$ cat src/verilog/cmp_pkg.sv
// Shared constants and types for the comparator sleep and reset controller.
package cmp_pkg;

    // =====================================================================
    // Register bus geometry and byte offsets
    // =====================================================================
    localparam int unsigned CMP_ADR_W      = 8;
    localparam int unsigned CMP_DAT_W      = 32;
    localparam logic [7:0]  CMP_OFF_CONFIG = 8'h00;
    localparam logic [7:0]  CMP_OFF_AUX    = 8'h04;
    localparam logic [7:0]  CMP_OFF_PFLAG  = 8'h08;
    localparam logic [7:0]  CMP_OFF_ICTRL  = 8'h0C;
    localparam logic [7:0]  CMP_OFF_ISTAT  = 8'h10;
    localparam logic [7:0]  CMP_OFF_IMASK  = 8'h14;
    localparam logic [7:0]  CMP_OFF_STATUS = 8'h18;

    // =====================================================================
    // Configuration register layout and reset values
    // =====================================================================
    localparam int unsigned CMP_CFG_RESULT = 6;
    localparam int unsigned CMP_CFG_POL    = 4;
    localparam int unsigned CMP_CFG_SWITCH = 3;
    localparam int unsigned CMP_CFG_MODE   = 0;
    localparam int unsigned CMP_MODE_W     = 3;
    localparam logic [7:0]  CMP_CFG_WMASK  = 8'h1F;
    localparam logic [7:0]  CMP_CFG_RESET  = 8'h00;
    localparam logic [7:0]  CMP_AUX_RESET  = 8'h00;
    localparam logic [2:0]  CMP_MODE_OFF_A = 3'h0;
    localparam logic [2:0]  CMP_MODE_OFF_B = 3'h7;

    // =====================================================================
    // Interrupt control bits, event bits and their reset values
    // =====================================================================
    localparam int unsigned CMP_ICTRL_CIE  = 0;
    localparam int unsigned CMP_ICTRL_PER  = 1;
    localparam int unsigned CMP_ICTRL_GLB  = 2;
    localparam int unsigned CMP_ICTRL_W    = 3;
    localparam logic [2:0]  CMP_ICTRL_RST  = 3'h0;
    localparam int unsigned CMP_EV_CHANGE  = 0;
    localparam int unsigned CMP_EV_WAKE    = 1;
    localparam int unsigned CMP_EV_W       = 2;
    localparam logic [1:0]  CMP_EV_RESET   = 2'h0;

    // =====================================================================
    // Instruction phase divider: four system clocks per instruction cycle
    // =====================================================================
    localparam int unsigned CMP_Q_PHASES   = 4;
    localparam int unsigned CMP_Q1_INDEX   = 0;

    // =====================================================================
    // Core sequencing states
    // =====================================================================
    typedef enum logic [3:0] {
        CMP_RUN      = 4'b0001,
        CMP_SLEEP    = 4'b0010,
        CMP_POSTWAKE = 4'b0100,
        CMP_VECTOR   = 4'b1000
    } cmp_core_state_t;

endpackage

$ cat src/verilog/cmp_sync.sv
// Two-stage synchroniser for a single asynchronous level.
`timescale 1ns/1ps

module cmp_sync
(
    // Clock and reset.
    input  wire logic clk,
    input  wire logic rstn,
    // Asynchronous level in, synchronised level out.
    input  wire logic async_i,
    output logic      sync_o
);

    logic meta_r;
    logic sync_r;

    // The first stage is read by the second stage only.
    always_ff @(posedge clk or negedge rstn)
    begin
        if (!rstn)
        begin
            meta_r <= 1'b0;
            sync_r <= 1'b0;
        end
        else
        begin
            meta_r <= async_i;
            sync_r <= meta_r;
        end
    end

    assign sync_o = sync_r;

endmodule

$ cat src/verilog/cmp_sleep_ctrl.sv
// Comparator control: configuration, change detection, sleep wake and reset.
//
// Operation
// The change flag is set whenever the Q1 sample of the output differs from the reference.
// Any configuration read or write reloads the reference; a live mismatch blocks flag clears.
// A comparator change that lands exactly on a configuration read may go unflagged.
// Software waits about 1 us after enabling, clears mismatch and flags, then enables irqs.
// An enabled comparator keeps sampling and detecting changes throughout Sleep.
// Mode values 000 and 111 switch the comparator off for minimum power.
// A change wakes the core on comparator and peripheral enables alone, not the global one.
// After a wake the core first executes the instruction that follows the sleep instruction.
// After that instruction the core vectors to the handler only when the global enable is set.
// Any reset returns both comparator registers to their reset values, mode 000.
// Reset mode makes every comparator pin analog, buffers off, and disables the comparator.
// Config bits 7 and 5 read zero, 6 is the read-only output, 4 polarity, 3 switch, 2-0 mode.
// The asynchronous comparator output passes a two-stage synchroniser before the Q1 latch.
`timescale 1ns/1ps

module cmp_sleep_ctrl
    import cmp_pkg::*;
#(
    parameter int unsigned Q_PHASES = cmp_pkg::CMP_Q_PHASES
)
(
    // Clock and reset.
    input  wire logic                          clk,
    input  wire logic                          rstn,
    // Classic Wishbone slave.
    input  wire logic                          wb_cyc_i,
    input  wire logic                          wb_stb_i,
    input  wire logic                          wb_we_i,
    input  wire logic [cmp_pkg::CMP_ADR_W-1:0] wb_adr_i,
    input  wire logic [3:0]                    wb_sel_i,
    input  wire logic [cmp_pkg::CMP_DAT_W-1:0] wb_dat_i,
    output logic      [cmp_pkg::CMP_DAT_W-1:0] wb_dat_o,
    output logic                               wb_ack_o,
    // Analog comparator side.
    input  wire logic                          comparator_raw,
    output logic                               comparator_enable,
    output logic                               pin_analog,
    output logic                               input_switch_select,
    output logic                               output_polarity,
    output logic                               comparator_result,
    // Core sequencing side.
    input  wire logic                          sleep_req,
    input  wire logic                          instr_done,
    output logic                               sleeping,
    output logic                               exec_next,
    output logic                               vector_isr,
    output logic                               isr_req,
    // Interrupt line.
    output logic                               irq
);

    import cmp_pkg::*;

    // =====================================================================
    // Parameter check
    // =====================================================================
    if (Q_PHASES < 2 || Q_PHASES > 16)
    begin : g_bad_q
        $error("Q_PHASES must lie between 2 and 16.");
    end

    // =====================================================================
    // Declarations
    // =====================================================================
    logic [3:0]             q_cnt_r;
    logic                   q1_en;
    logic                   comp_sync;
    logic                   sample_r;
    logic                   ref_r;
    logic [7:0]             cfg_r;
    logic [7:0]             aux_r;
    logic                   flag_r;
    logic [CMP_ICTRL_W-1:0] ictrl_r;
    logic [CMP_EV_W-1:0]    istat_r;
    logic [CMP_EV_W-1:0]    imask_r;
    cmp_core_state_t        state_r;
    cmp_core_state_t        state_nxt;
    logic                   ack_r;
    logic [31:0]            rdat_r;
    logic                   comp_en_r;
    logic                   pin_analog_r;
    logic                   switch_r;
    logic                   pol_r;
    logic                   result_r;
    logic                   sleeping_r;
    logic                   exec_next_r;
    logic                   vector_r;
    logic                   isr_req_r;
    logic                   irq_r;

    // =====================================================================
    // Instruction phase divider
    // =====================================================================
    // Counts system clocks within one instruction cycle.
    always_ff @(posedge clk or negedge rstn)
    begin
        if (!rstn)
            q_cnt_r <= 4'h0;
        else if (q_cnt_r == 4'(Q_PHASES - 1))
            q_cnt_r <= 4'h0;
        else
            q_cnt_r <= q_cnt_r + 4'h1;
    end

    assign q1_en = (q_cnt_r == 4'(CMP_Q1_INDEX));

    // =====================================================================
    // Comparator input path
    // =====================================================================
    // The analog result is asynchronous to clk and is synchronised first.
    cmp_sync u_sync
    (
        .clk     (clk),
        .rstn    (rstn),
        .async_i (comparator_raw),
        .sync_o  (comp_sync)
    );

    // Mode decode, polarity and the live output seen by the mismatch logic.
    wire [2:0] mode       = cfg_r[CMP_CFG_MODE +: CMP_MODE_W];
    wire       mode_off   = (mode == CMP_MODE_OFF_A) || (mode == CMP_MODE_OFF_B);
    wire       mode_reset = (mode == CMP_MODE_OFF_A);
    wire       live_out   = !mode_off && (comp_sync ^ cfg_r[CMP_CFG_POL]);

    // =====================================================================
    // Register bus decode
    // =====================================================================
    wire       wb_req   = wb_cyc_i && wb_stb_i && !ack_r;
    wire       wb_wr    = wb_req && wb_we_i && wb_sel_i[0];
    wire       hit_cfg  = (wb_adr_i == CMP_OFF_CONFIG);
    wire       hit_aux  = (wb_adr_i == CMP_OFF_AUX);
    wire       hit_pf   = (wb_adr_i == CMP_OFF_PFLAG);
    wire       hit_ic   = (wb_adr_i == CMP_OFF_ICTRL);
    wire       hit_is   = (wb_adr_i == CMP_OFF_ISTAT);
    wire       hit_im   = (wb_adr_i == CMP_OFF_IMASK);
    wire       hit_st   = (wb_adr_i == CMP_OFF_STATUS);
    // Every configuration access, read or write, touches the reference latch.
    wire       cfg_acc  = wb_req && hit_cfg;
    wire [7:0] wbyte    = wb_dat_i[7:0];

    // Configuration byte as software sees it: bits 7 and 5 read zero.
    wire [7:0] cfg_view = {1'b0, sample_r, 1'b0, cfg_r[4:0]};

    // =====================================================================
    // Change detection
    // =====================================================================
    wire mismatch  = (sample_r != ref_r);
    wire flag_set  = mismatch;
    wire flag_wr   = wb_wr && hit_pf;
    wire flag_next = flag_set || (flag_wr ? wbyte[0] : flag_r);
    wire change_ev = flag_set && !flag_r;

    // Sampling latch on every Q1; Sleep does not stop it.
    always_ff @(posedge clk or negedge rstn)
    begin
        if (!rstn)
            sample_r <= 1'b0;
        else if (q1_en)
            sample_r <= live_out;
    end

    // Reference latch reloads from the current output on any configuration access.
    // A change arriving with the access is absorbed and may go unflagged.
    always_ff @(posedge clk or negedge rstn)
    begin
        if (!rstn)
            ref_r <= 1'b0;
        else if (cfg_acc)
            ref_r <= live_out;
    end

    // Change flag: hardware set wins over a software clear.
    always_ff @(posedge clk or negedge rstn)
    begin
        if (!rstn)
            flag_r <= 1'b0;
        else
            flag_r <= flag_next;
    end

    // =====================================================================
    // Software registers
    // =====================================================================
    // Configuration and auxiliary registers return to reset on any reset.
    always_ff @(posedge clk or negedge rstn)
    begin
        if (!rstn)
        begin
            cfg_r <= CMP_CFG_RESET;
            aux_r <= CMP_AUX_RESET;
        end
        else
        begin
            if (wb_wr && hit_cfg)
                cfg_r <= wbyte & CMP_CFG_WMASK;
            if (wb_wr && hit_aux)
                aux_r <= wbyte;
        end
    end

    // Interrupt enables and event mask.
    always_ff @(posedge clk or negedge rstn)
    begin
        if (!rstn)
        begin
            ictrl_r <= CMP_ICTRL_RST;
            imask_r <= CMP_EV_RESET;
        end
        else
        begin
            if (wb_wr && hit_ic)
                ictrl_r <= wbyte[CMP_ICTRL_W-1:0];
            if (wb_wr && hit_im)
                imask_r <= wbyte[CMP_EV_W-1:0];
        end
    end

    // Sticky events, cleared by writing one; a new event wins.
    wire [CMP_EV_W-1:0] ev_set;
    wire [CMP_EV_W-1:0] ev_clr = (wb_wr && hit_is) ? wbyte[CMP_EV_W-1:0] : CMP_EV_RESET;
    assign ev_set[CMP_EV_CHANGE] = change_ev;
    assign ev_set[CMP_EV_WAKE]   = state_r[1] && (state_nxt == CMP_POSTWAKE);

    always_ff @(posedge clk or negedge rstn)
    begin
        if (!rstn)
            istat_r <= CMP_EV_RESET;
        else
            istat_r <= ev_set | (istat_r & ~ev_clr);
    end

    // =====================================================================
    // Core sequencing across Sleep
    // =====================================================================
    wire cie    = ictrl_r[CMP_ICTRL_CIE];
    wire per_en = ictrl_r[CMP_ICTRL_PER];
    wire glb_en = ictrl_r[CMP_ICTRL_GLB];
    wire wake   = flag_r && cie && per_en;
    wire vector = wake && glb_en;

    // Next state of the core sequencer.
    always_comb
    begin
        state_nxt = state_r;
        case (state_r)
            CMP_RUN:
            begin
                if (sleep_req && !wake)
                    state_nxt = CMP_SLEEP;
            end
            CMP_SLEEP:
            begin
                if (wake)
                    state_nxt = CMP_POSTWAKE;
            end
            CMP_POSTWAKE:
            begin
                if (instr_done)
                    state_nxt = glb_en ? CMP_VECTOR : CMP_RUN;
            end
            CMP_VECTOR:
            begin
                state_nxt = CMP_RUN;
            end
            default:
            begin
                state_nxt = CMP_RUN;
            end
        endcase
    end

    // State register.
    always_ff @(posedge clk or negedge rstn)
    begin
        if (!rstn)
            state_r <= CMP_RUN;
        else
            state_r <= state_nxt;
    end

    // =====================================================================
    // Bus answer
    // =====================================================================
    // Read multiplexer; unmapped offsets read zero.
    wire [7:0] rd_byte = hit_cfg ? cfg_view :
                         hit_aux ? aux_r :
                         hit_pf  ? {7'h00, flag_r} :
                         hit_ic  ? {5'h00, ictrl_r} :
                         hit_is  ? {6'h00, istat_r} :
                         hit_im  ? {6'h00, imask_r} :
                         hit_st  ? {5'h00, mismatch, comp_en_r, sleeping_r} :
                                   8'h00;

    // One wait state, then ack for a single cycle.
    always_ff @(posedge clk or negedge rstn)
    begin
        if (!rstn)
        begin
            ack_r  <= 1'b0;
            rdat_r <= 32'h0000_0000;
        end
        else
        begin
            ack_r  <= wb_req;
            rdat_r <= wb_req ? {24'h00_0000, rd_byte} : 32'h0000_0000;
        end
    end

    // =====================================================================
    // Registered outputs
    // =====================================================================
    // Analog control follows the mode; the reset mode forces analog pins.
    always_ff @(posedge clk or negedge rstn)
    begin
        if (!rstn)
        begin
            comp_en_r    <= 1'b0;
            pin_analog_r <= 1'b1;
            switch_r     <= 1'b0;
            pol_r        <= 1'b0;
            result_r     <= 1'b0;
        end
        else
        begin
            comp_en_r    <= !mode_off;
            pin_analog_r <= mode_reset;
            switch_r     <= cfg_r[CMP_CFG_SWITCH];
            pol_r        <= cfg_r[CMP_CFG_POL];
            result_r     <= sample_r;
        end
    end

    // Core handshake, interrupt request and interrupt line.
    always_ff @(posedge clk or negedge rstn)
    begin
        if (!rstn)
        begin
            sleeping_r  <= 1'b0;
            exec_next_r <= 1'b0;
            vector_r    <= 1'b0;
            isr_req_r   <= 1'b0;
            irq_r       <= 1'b0;
        end
        else
        begin
            sleeping_r  <= (state_nxt == CMP_SLEEP);
            exec_next_r <= (state_nxt == CMP_POSTWAKE);
            vector_r    <= (state_nxt == CMP_VECTOR);
            isr_req_r   <= vector && (state_nxt == CMP_RUN);
            irq_r       <= |((ev_set | (istat_r & ~ev_clr)) & imask_r);
        end
    end

    assign wb_ack_o            = ack_r;
    assign wb_dat_o            = rdat_r;
    assign comparator_enable   = comp_en_r;
    assign pin_analog          = pin_analog_r;
    assign input_switch_select = switch_r;
    assign output_polarity     = pol_r;
    assign comparator_result   = result_r;
    assign sleeping            = sleeping_r;
    assign exec_next           = exec_next_r;
    assign vector_isr          = vector_r;
    assign isr_req             = isr_req_r;
    assign irq                 = irq_r;

endmodule

$ cat config.mk
export PLATFORM = sky130hd
export DESIGN_NAME = cmp_sleep_ctrl
export DESIGN_NICKNAME = d
export VERILOG_FILES = /design/src/verilog/cmp_pkg.sv /design/src/verilog/cmp_sync.sv /design/src/verilog/cmp_sleep_ctrl.sv
export SDC_FILE = /design/constraint.sdc
export NUM_CORES = 1
export LEC_CHECK = 0
export BUFFER_PORTS_ARGS = -buffer_cell sky130_fd_sc_hd__buf_2
export CORE_MARGIN = 8
export CORE_UTILIZATION = 52
export CTS_CLUSTER_DIAMETER = 100
export DETAILED_ROUTE_END_ITERATION = 12
export MAX_ROUTING_LAYER = met4
export PLACE_DENSITY = 0.95
export SLEW_MARGIN = 20
export SYNTH_ARGS = -nofsm -noshare
export SYNTH_HDL_FRONTEND = slang
export SYNTH_SLANG_ARGS = --single-unit
$ cat constraint.sdc
create_clock -name clk -period 3.75 [get_ports clk]
set_input_delay 0.5625 -clock clk [delete_from_list [all_inputs] [get_ports clk]]
set_output_delay 0.5625 -clock clk [all_outputs]
set_load 0.05 [all_outputs]
* Yosys cells after proc, flatten, opt, wreduce, memory -nomap -nowiden
Index checks and enable logic that the tools add are counted. W data, S select, Z words.
Cells by class: add/subtract/negate cells 1, equal/unequal tests 16, mux-type cells 16, bitwise gates (word level) 5, reductions and logical operators 29
Operators by type and width (number):
- $eq A8 B5 Y1 const B | 3
- $mux W8 | 3
- $mux W4 | 5
- $logic_and A1 B1 Y1 | 19
- $eq A8 B4 Y1 const B | 2
- $mux W3 | 5
- $eq A4 B2 Y1 const B | 3
- $pmux W4 S3 | 1
- $eq A4 B1 Y1 const B | 2
- $eq A4 B3 Y1 const B | 2
- $eq A8 B3 Y1 const B | 1
- $logic_not A8 Y1 | 1
- $add A4 B1 Y4 const B | 1
- $and A2 B2 Y2 | 2
- $eq A4 B4 Y1 const B | 1
- $logic_not A1 Y1 | 4
- $logic_not A4 Y1 | 1
- $eq A3 B3 Y1 const B | 1
- $logic_not A3 Y1 | 1
- $logic_or A1 B1 Y1 | 2
- $mux W2 | 1
- $not A2 Y2 | 1
- $or A2 B2 Y2 | 1
- $reduce_or A2 Y1 | 1
- 3 further kinds | 3
Word-level totals: flip-flop bits (word level) 52, input bits 52, output and inout bits 43, word-level logic and storage cells 91

* Longest topological paths before layout
Gate-level depths: netlist of run 1.
word-level depth 11, gate-level depth with buffers 6, gate-level depth less buffers 5

* By module
A second synthesis of run 1 with hierarchy kept.
Second synthesis, totals: cells, all modules 216, area, all modules 2511.2 sq um
By module, submodules not included:
- cmp_sleep_ctrl | times used 1, cells each 214, area each 2461.1 sq um, seq. area each 1253.7 sq um
- cmp_sync | times used 1, cells each 2, area each 50.0 sq um, seq. area each 50.0 sq um

* Least setup slack after synthesis of run 1
No wires, ideal clock.
kind in2reg, start point in wb_adr_i[5] in the netlist's numbering, end point reg aux_r[0], library setup time 0.125 ns, data arrival time 2.018 ns, required time 3.625 ns, slack 1.607 ns, cell stages on the path 4, path buffers 1, cells stage by stage or4_1 or4_1 buf_6 mux2_4
On the way: cells in the longest elaborated chain, start to end 2
Ends and longest elaborated chain:
- start: declaration | line cmp_sleep_ctrl.sv:32 | input wire logic [cmp_pkg::CMP_ADR_W-1:0] wb_adr_i,
- $eq A8 B3 Y1 | line cmp_sleep_ctrl.sv:134 | wire hit_aux = (wb_adr_i == CMP_OFF_AUX);
- $logic_and A1 B1 Y1 | line cmp_sleep_ctrl.sv:199 | if (wb_wr && hit_aux)
- end signal: assignment | line cmp_sleep_ctrl.sv:200 | aux_r <= wbyte;
- end: declaration | line cmp_sleep_ctrl.sv:74 | logic [7:0] aux_r;
No other way between the ends. A chain may end at the register's enable or synchronous reset.

* Worst setup path after layout of run 1
start point reg ack_r, in the netlist wb_ack_o, end point reg aux_r[4]
On the way: cells in the longest elaborated chain, start to end 5
Ends and longest elaborated chain:
- start: declaration | line cmp_sleep_ctrl.sv:81 | logic ack_r;
- start signal: assignment | line cmp_sleep_ctrl.sv:307 | ack_r <= wb_req;
- $logic_not A1 Y1 | line cmp_sleep_ctrl.sv:131 | wire wb_req = wb_cyc_i && wb_stb_i && !ack_r;
- $logic_and A1 B1 Y1 | line cmp_sleep_ctrl.sv:131
- via wb_req | line cmp_sleep_ctrl.sv:131
- $logic_and A1 B1 Y1 (2 in a row) | line cmp_sleep_ctrl.sv:132 | wire wb_wr = wb_req && wb_we_i && wb_sel_i[0];
- $logic_and A1 B1 Y1 | line cmp_sleep_ctrl.sv:199
The timed path passes the listed nets, and every way through them passes these cells.

==> results of run 1 <==
## per-layer routing
layer	vias up	track usage (%)
li1	788	-
met1	810	15.7
met2	79	23.4
met3	12	5.21
met4	0	6.96
met5	-	-
## worst reg2reg max path, delay by kind of cell, from the launching register on
family | cells | cell delay, ns
and+or+nand+nor | 3 | 1.21
muxes | 1 | 0.40
buffers and inverters | 1 | 0.14
DFF | 1 | 0.38
## synthesized netlist by cell type (2+ instances only)
| cell type | count |
|---|---|
| sky130_fd_sc_hd__a21boi_0 | 2 |
| sky130_fd_sc_hd__a21oi_1 | 5 |
| sky130_fd_sc_hd__a22oi_1 | 2 |
| sky130_fd_sc_hd__and3_1 | 4 |
| sky130_fd_sc_hd__and4_1 | 2 |
| sky130_fd_sc_hd__buf_4 | 24 |
| sky130_fd_sc_hd__clkbuf_1 | 3 |
| sky130_fd_sc_hd__dfrtp_1 | 50 |
| sky130_fd_sc_hd__dfstp_2 | 2 |
| sky130_fd_sc_hd__ha_1 | 2 |
| sky130_fd_sc_hd__inv_1 | 6 |
| sky130_fd_sc_hd__mux2_2 | 13 |
| sky130_fd_sc_hd__mux2_4 | 8 |
| sky130_fd_sc_hd__mux2i_1 | 8 |
| sky130_fd_sc_hd__nand2_1 | 11 |
| sky130_fd_sc_hd__nand2b_1 | 4 |
| sky130_fd_sc_hd__nand3_1 | 4 |
| sky130_fd_sc_hd__nand3b_1 | 2 |
| sky130_fd_sc_hd__nor2_1 | 10 |
| sky130_fd_sc_hd__nor2b_1 | 3 |
| sky130_fd_sc_hd__nor3_1 | 8 |
| sky130_fd_sc_hd__nor4_1 | 9 |
| sky130_fd_sc_hd__o21ai_0 | 3 |
| sky130_fd_sc_hd__o2bb2ai_1 | 2 |
| sky130_fd_sc_hd__or4_1 | 4 |
| sky130_fd_sc_hd__xnor2_1 | 2 |
## state kept, by name, summed over array words and instances, names as in the netlist, 2 cells and up
register	flops
q_cnt_r	4
state_r	4
imask_r	2
cfg_r	5
aux_r	8
ictrl_r	3
wb_dat_o	8
istat_r	2
## stage by stage
| step | std cells | worst slack, ns | cell area (sq um) |
|---|---|---|---|
| 2_1_floorplan | 233 | 1.61 | 2550 |
| 3_3_place_gp | 301 | 1.26 | 2630 |
| 3_5_place_dp | 301 | 1.24 | 2630 |
| 4_1_cts | 309 | 1.50 | 2740 |
| 5_1_grt | 309 | 1.39 | 2740 |
| 6_report | 309 | 1.50 | 2740 |
## path summary, 6_finish.rpt
| path | startpoint | end | slack (ns) | cells past startpoint |
|---|---|---|---|---|
| min in group clk | u_sync.meta_r | u_sync.sync_o | 0.36 | 0 |
| max in group asynchronous | rstn | aux_r[4] | 3.06 | 1 |
| setup reg to reg | wb_ack_o | aux_r[4] | 1.50 | 5 |
| hold reg to reg | u_sync.meta_r | u_sync.sync_o | 0.36 | 0 |
| hold / removal | rstn | state_r[2] | 0.27 | 1 |
| setup / recovery | wb_ack_o | aux_r[4] | 1.50 | 5 |
## cells by family (layout without fill, tap and decap cells)
kind of cell,count (synthesis),after routing,share of synthesized area (%)
simple gates,68,68,15.9
buf+inv,35,57,9.30
compound gates,20,20,5.54
flops,52,52,52.9
fa+ha+maj,2,2,1.02
xor+xnor,3,3,1.07
other cells,1,24,0.152
mux,29,29,14.1
## where the power goes
group / switching (mW) / leakage (nW) / internal, mW
Clock: 0.175 / 0.0558 / 0.201
Sequential: 0.0169 / 0.691 / 0.583
Combinational: 0.133 / 0.685 / 0.0435
Total: 0.324 / 1.43 / 0.828
## area by class of cell
class,instances,area [sq um]
Clock inverter,2,38.8
Clock buffer,6,72.6
Timing Repair Buffer,43,218
Multi-Input combinational cell,146,1020
Tap cell,54,67.6
Inverter,6,22.5
Fill cell,371,1890
Sequential cell,52,1300
==> run_results.csv, run 1 <==
group,metric,value,unit
clocking,cts_post_setup_buffers_inserted,0,
sta,finalCritPeriodShare,60.0,%
sta,finalMaxSlewViolations,0,
critical_path,timing.critical_path.slowest_stage_cell,"sky130_fd_sc_hd__or4_1",
clocking,cts_max_level,2,
clocking,cts_hold_buffers,0,
final_layout,final_core_util,59.2,%
sta,hold_slack,0.272,ns
route,drtPass1Iterations,4,
global_routing,grt_remaining_overflow,0,
clocking,cts_made_buffers,5,
global_routing,grt_antenna_before_repair,0,
critical_path,timing.critical_path.required,3.94,ns
sta,setup_repair_after_global_routing_missed_its_margin,"no",
synthesis,synthesis.instances,210,
sta,number_of_hold_violations_in_the_final_report,0,
synthesis,synth.lib_cells_used.distinct,43,
critical_path,crit_type,"flop to flop",
outcome,outcome,"finished, final reports clean",
critical_path,timing.critical_path.arrival,2.44,ns
clocking,clkSlewWorstSetupHoldPaths,0.09,ns
final_layout,design.final.nets,308,
final_layout,commonest_cells_after_routing_fill_and_taps_aside,"50 x sky130_fd_sc_hd__dfrtp_1, 42 x sky130_fd_sc_hd__buf_2, 24 x sky130_fd_sc_hd__conb_1",
critical_path,timing.critical_path.cells,"nand3b_4, inv_1, nand3_1, or4_1, mux2_4",
route,route.antenna.remaining_nets,0,
route,detailroute.wirelength.met2,2420,um
synthesis,fraction_of_registers_with_async_set_or_reset_after_synthesis,100,%
route,route.detailed.vias_per_inst,5.47,
global_routing,grt_usage,14.5,%
critical_path,timing.critical_path.fanout_max,10,
floorplan,floorplan.die.height,84.8,um
synthesis,synth_area_per_cell,11.7,sq um
route,drt-wirelength-per-cell,15.8,um
synthesis,post-synth-top-area-cell,"sky130_fd_sc_hd__dfrtp_1",
final_layout,post_route_cells_drive_above_1_share,29.4,%
critical_path,crit_buf_inv,1,
synthesis,yosys_warns,0,
clocking,cts.root.buffer_cell,"sky130_fd_sc_hd__clkbuf_8",
sta,skew,0.00507,ns
sta,period_needed,2.25,ns
critical_path,critical-path-max-stage-delay,0.81,ns
final_layout,mostFrequentLayoutCell,"sky130_fd_sc_hd__dfrtp_1",
final_layout,diode_count,0,
clocking,count_of_instances_resized_after_the_clock_tree_is_built,0,
placed_design,io_buffers,43,
worst_hold_path,worstHoldPathType,"input pin to asynchronous set/reset pin",
sta,maxClockFrequency,0.445,GHz
final_layout,flow.area_growth_from_synthesis,11.2,%
pwr,ir_drop,234,uV
route,m1WireLength,1890,um
critical_path,worstSetupStartpointType,"flop",
sta,timing.max_slew.rel_slack,58.1,%
critical_path,end_kind,"flop",
job,cap_viol_max_count,0,
synthesis,ys_seq_elements,52,
clocking,tritoncts,"yes",
synthesis,synth_seq_area_share,52.9,%
global_routing,number_of_global_route_vias_before_repair,1750,
synthesis,synth.cell_area,2460,sq um
global_routing,grt_start_max_net_pins,53,
critical_path,crit_family,"simple AND/OR/NAND/NOR gates",
clocking,clock_tree_buffer_depth,2,
route,detail_route.drc_violations,0,
pwr,power_density,421,nW/um^2
global_routing,grt_pass1_wl,8180,um
placed_design,globalplace.congestion,0.916,
clocking,numClockSinks,52,
pwr,design_power_total,1.15,mW
floorplan,row_count,25,
floorplan,die_width,84.8,um
route,dr_total_vias,1689,
floorplan,core,4630,sq um
synthesis,synth_area_leaders,"sky130_fd_sc_hd__dfrtp_1 51%, sky130_fd_sc_hd__buf_4 7.3%, sky130_fd_sc_hd__mux2_2 5.9%",
synthesis,ys.flop_type,"sky130_fd_sc_hd__dfrtp_1",
synthesis,synth_enable_flop_cells,0,
floorplan,top_level_ports,95,
route,met3_length,465,um
synthesis,share_of_the_synthesized_area_in_the_top_cell_type,50.8,%
placed_design,detailed_place_hpwl,3690,um
floorplan,initial_core_util,53.2,%
floorplan,dieArea,7190,sq um
pwr,power.leakage,1.43,nW
route,number_of_drc_violations_after_detailed_routing_iteration_0,105,
sta,setup-violations-final,0,
route,detail_route.wirelength,4880,um
clocking,insertion_delay,0.31,ns
sta,fin_tns_setup,0,ns
route,top_layer,"met4",
sta,worst_pin_slew,0.629,ns
(Power assumes the default switching activity.)
==> inputs of run 2 (changes only) <==
CORE_UTILIZATION = 44   (was 52)
PLACE_DENSITY = 0.87   (was 0.95)
clock period = 1.9 ns   (was 3.75 ns; I/O delays follow)
==> run_results.csv, run 2 (synthesized netlist as in run 1, its figures left out) <==
group,metric,value,unit
placed_design,pre_cts_ws,-0.179,ns
job,cap_viol_max_count,0,
critical_path,worst-r2r-setup-slack,0.08,ns
floorplan,floorplan.die.height,90.8,um
global_routing,grt_pass1_wl,8530,um
clocking,tritoncts,"yes",
final_layout,diode_count,0,
sta,finalCritPeriodShare,95.9,%
pwr,power.leakage,1.49,nW
sta,worst_pin_slew,0.520,ns
final_layout,design.final.nets,323,
critical_path,rr_endpoint,"aux_r[0]",
final_layout,final_core_util,52.6,%
critical_path,timing.critical_path.cells,"nand3b_4, inv_2, nand3_2, or4_4, buf_6, mux2_4",
placed_design,detailed_place_hpwl,3970,um
pwr,power_density,749,nW/um^2
route,drtPass1Iterations,4,
clocking,cts.root.buffer_cell,"sky130_fd_sc_hd__clkbuf_8",
clocking,clock_tree_buffer_depth,2,
global_routing,grt_remaining_overflow,0,
critical_path,critical-path-max-stage-delay,0.49,ns
critical_path,timing.critical_path.slowest_stage_cell,"sky130_fd_sc_hd__or4_4",
critical_path,reg2reg_depth,6,
sta,number_of_hold_violations_in_the_final_report,0,
floorplan,core,5470,sq um
route,drt-wirelength-per-cell,14.8,um
outcome,outcome,"finished, final reports clean",
pwr,design_power_total,2.16,mW
worst_hold_path,whs_endpoint,"u_sync.meta_r",
global_routing,grt_usage,13.0,%
final_layout,sequential_cell_area,1310,sq um
sta,period_needed,1.82,ns
final_layout,post_route_cells_drive_above_1_share,34.4,%
floorplan,initial_core_util,45.0,%
placed_design,placedCellCount,333,
critical_path,crit_buf_inv,2,
final_layout,flow.area_growth_from_synthesis,16.9,%
route,detail_route.wirelength,5070,um
final_layout,commonest_cells_after_routing_fill_and_taps_aside,"49 x sky130_fd_sc_hd__dfrtp_1, 43 x sky130_fd_sc_hd__buf_2, 24 x sky130_fd_sc_hd__conb_1",
route,detail_route.drc_violations,0,
final_layout,multiInputGateArea,1020,sq um
global_routing,grt_start_max_net_pins,31,
floorplan,row_count,27,
clocking,insertion_delay,0.30,ns
placed_design,globalplace.congestion,0.894,
sta,setup-violations-final,0,
floorplan,top_level_ports,95,
route,dr_total_vias,1724,
critical_path,regToRegStartpoint,"wb_ack_o",
floorplan,die_width,90.8,um
floorplan,dieArea,8250,sq um
clocking,cts_made_buffers,5,
sta,timing.max_slew.rel_slack,65.3,%
clocking,cts_max_level,2,
route,route.antenna.remaining_nets,0,
worst_hold_path,worstHoldPathType,"input pin to flop",
clocking,cts_post_setup_buffers_inserted,0,
critical_path,timing.critical_path.arrival,2.01,ns
critical_path,end_kind,"flop",
critical_path,timing.critical_path.required,2.09,ns
placed_design,io_buffers,43,
pwr,ir_drop,321,uV
worst_hold_path,hold-path-cell-count,1,
sta,setup_repair_after_global_routing_missed_its_margin,"no",
sta,hold_slack,0.0854,ns
critical_path,worstSetupStartpointType,"flop",
global_routing,grt_antenna_before_repair,0,
route,route.detailed.vias_per_inst,5.04,
sta,maxClockFrequency,0.549,GHz
critical_path,crit_family,"simple AND/OR/NAND/NOR gates",
final_layout,final_cell_count_no_fill,342,
sta,setup_ws,0.0773,ns
critical_path,crit_type,"flop to flop",
global_routing,number_of_global_route_vias_before_repair,1796,
route,number_of_drc_violations_after_detailed_routing_iteration_0,136,
sta,skew,0.00897,ns
final_layout,layout.filler_cells,464,
final_layout,mostFrequentLayoutCell,"sky130_fd_sc_hd__dfrtp_1",
clocking,numClockSinks,52,
clocking,clkSlewWorstSetupHoldPaths,0.09,ns
sta,finalMaxSlewViolations,0,
worst_hold_path,worstHoldStart,"comparator_raw",
critical_path,timing.critical_path.fanout_max,8,
==> run 2: how the worst max path moves through the flow <==
stage,from,endpoint,slack [ns],cells past startpoint
final,wb_ack_o,aux_r[0],0.08,6
after global routing,wb_ack_o,aux_r[5],0.006,6
after CTS,wb_ack_o,aux_r[1],0.05,6
after detailed placement,wb_adr_i[5],aux_r[4],-0.18,5
after global placement,wb_adr_i[5],aux_r[1],-0.17,5
after floorplan,wb_ack_o,aux_r[0],-0.05,6
==> run 2: cell type report <==
type / instances / area share (%)
clock buffer: 6 / 2.52
clock inverter: 2 / 0.565
multi-input combinational: 146 / 35.6
tap: 72 / 3.13
sequential: 52 / 45.3
timing repair buffer: 58 / 12.0
inverter: 6 / 0.783
==> run 2: report_power, final <==
part / switching [mW] / internal, mW / leakage (nW)
logic: 0.265 / 0.101 / 0.764
registers: 0.0340 / 1.15 / 0.690
clock network: 0.343 / 0.262 / 0.0414
==> run 2: layer usage <==
metal  GRT usage (%)  wire length [um]
met2            20.5              2460
met5               -                 0
met3            4.66               399
met4            5.73                97
met1            14.5              2110
==> run 2: what timing repair did <==
item                                    4_1_cts  5_1_grt
gates resized for setup                       0        2
hold buffers                                  1        0
hold endpoints to repair                     21        0
endpoints found under the setup margin        0        8
==> run 2: through the flow <==
| step | TNS [ns] | cell area, sq um |
|---|---|---|
| floorplan | -0.376 | 2550 |
| global placement | -1.84 | 2770 |
| detailed placement | -1.96 | 2770 |
| CTS | 0 | 2870 |
| global route | 0 | 2880 |
| finish | 0 | 2880 |
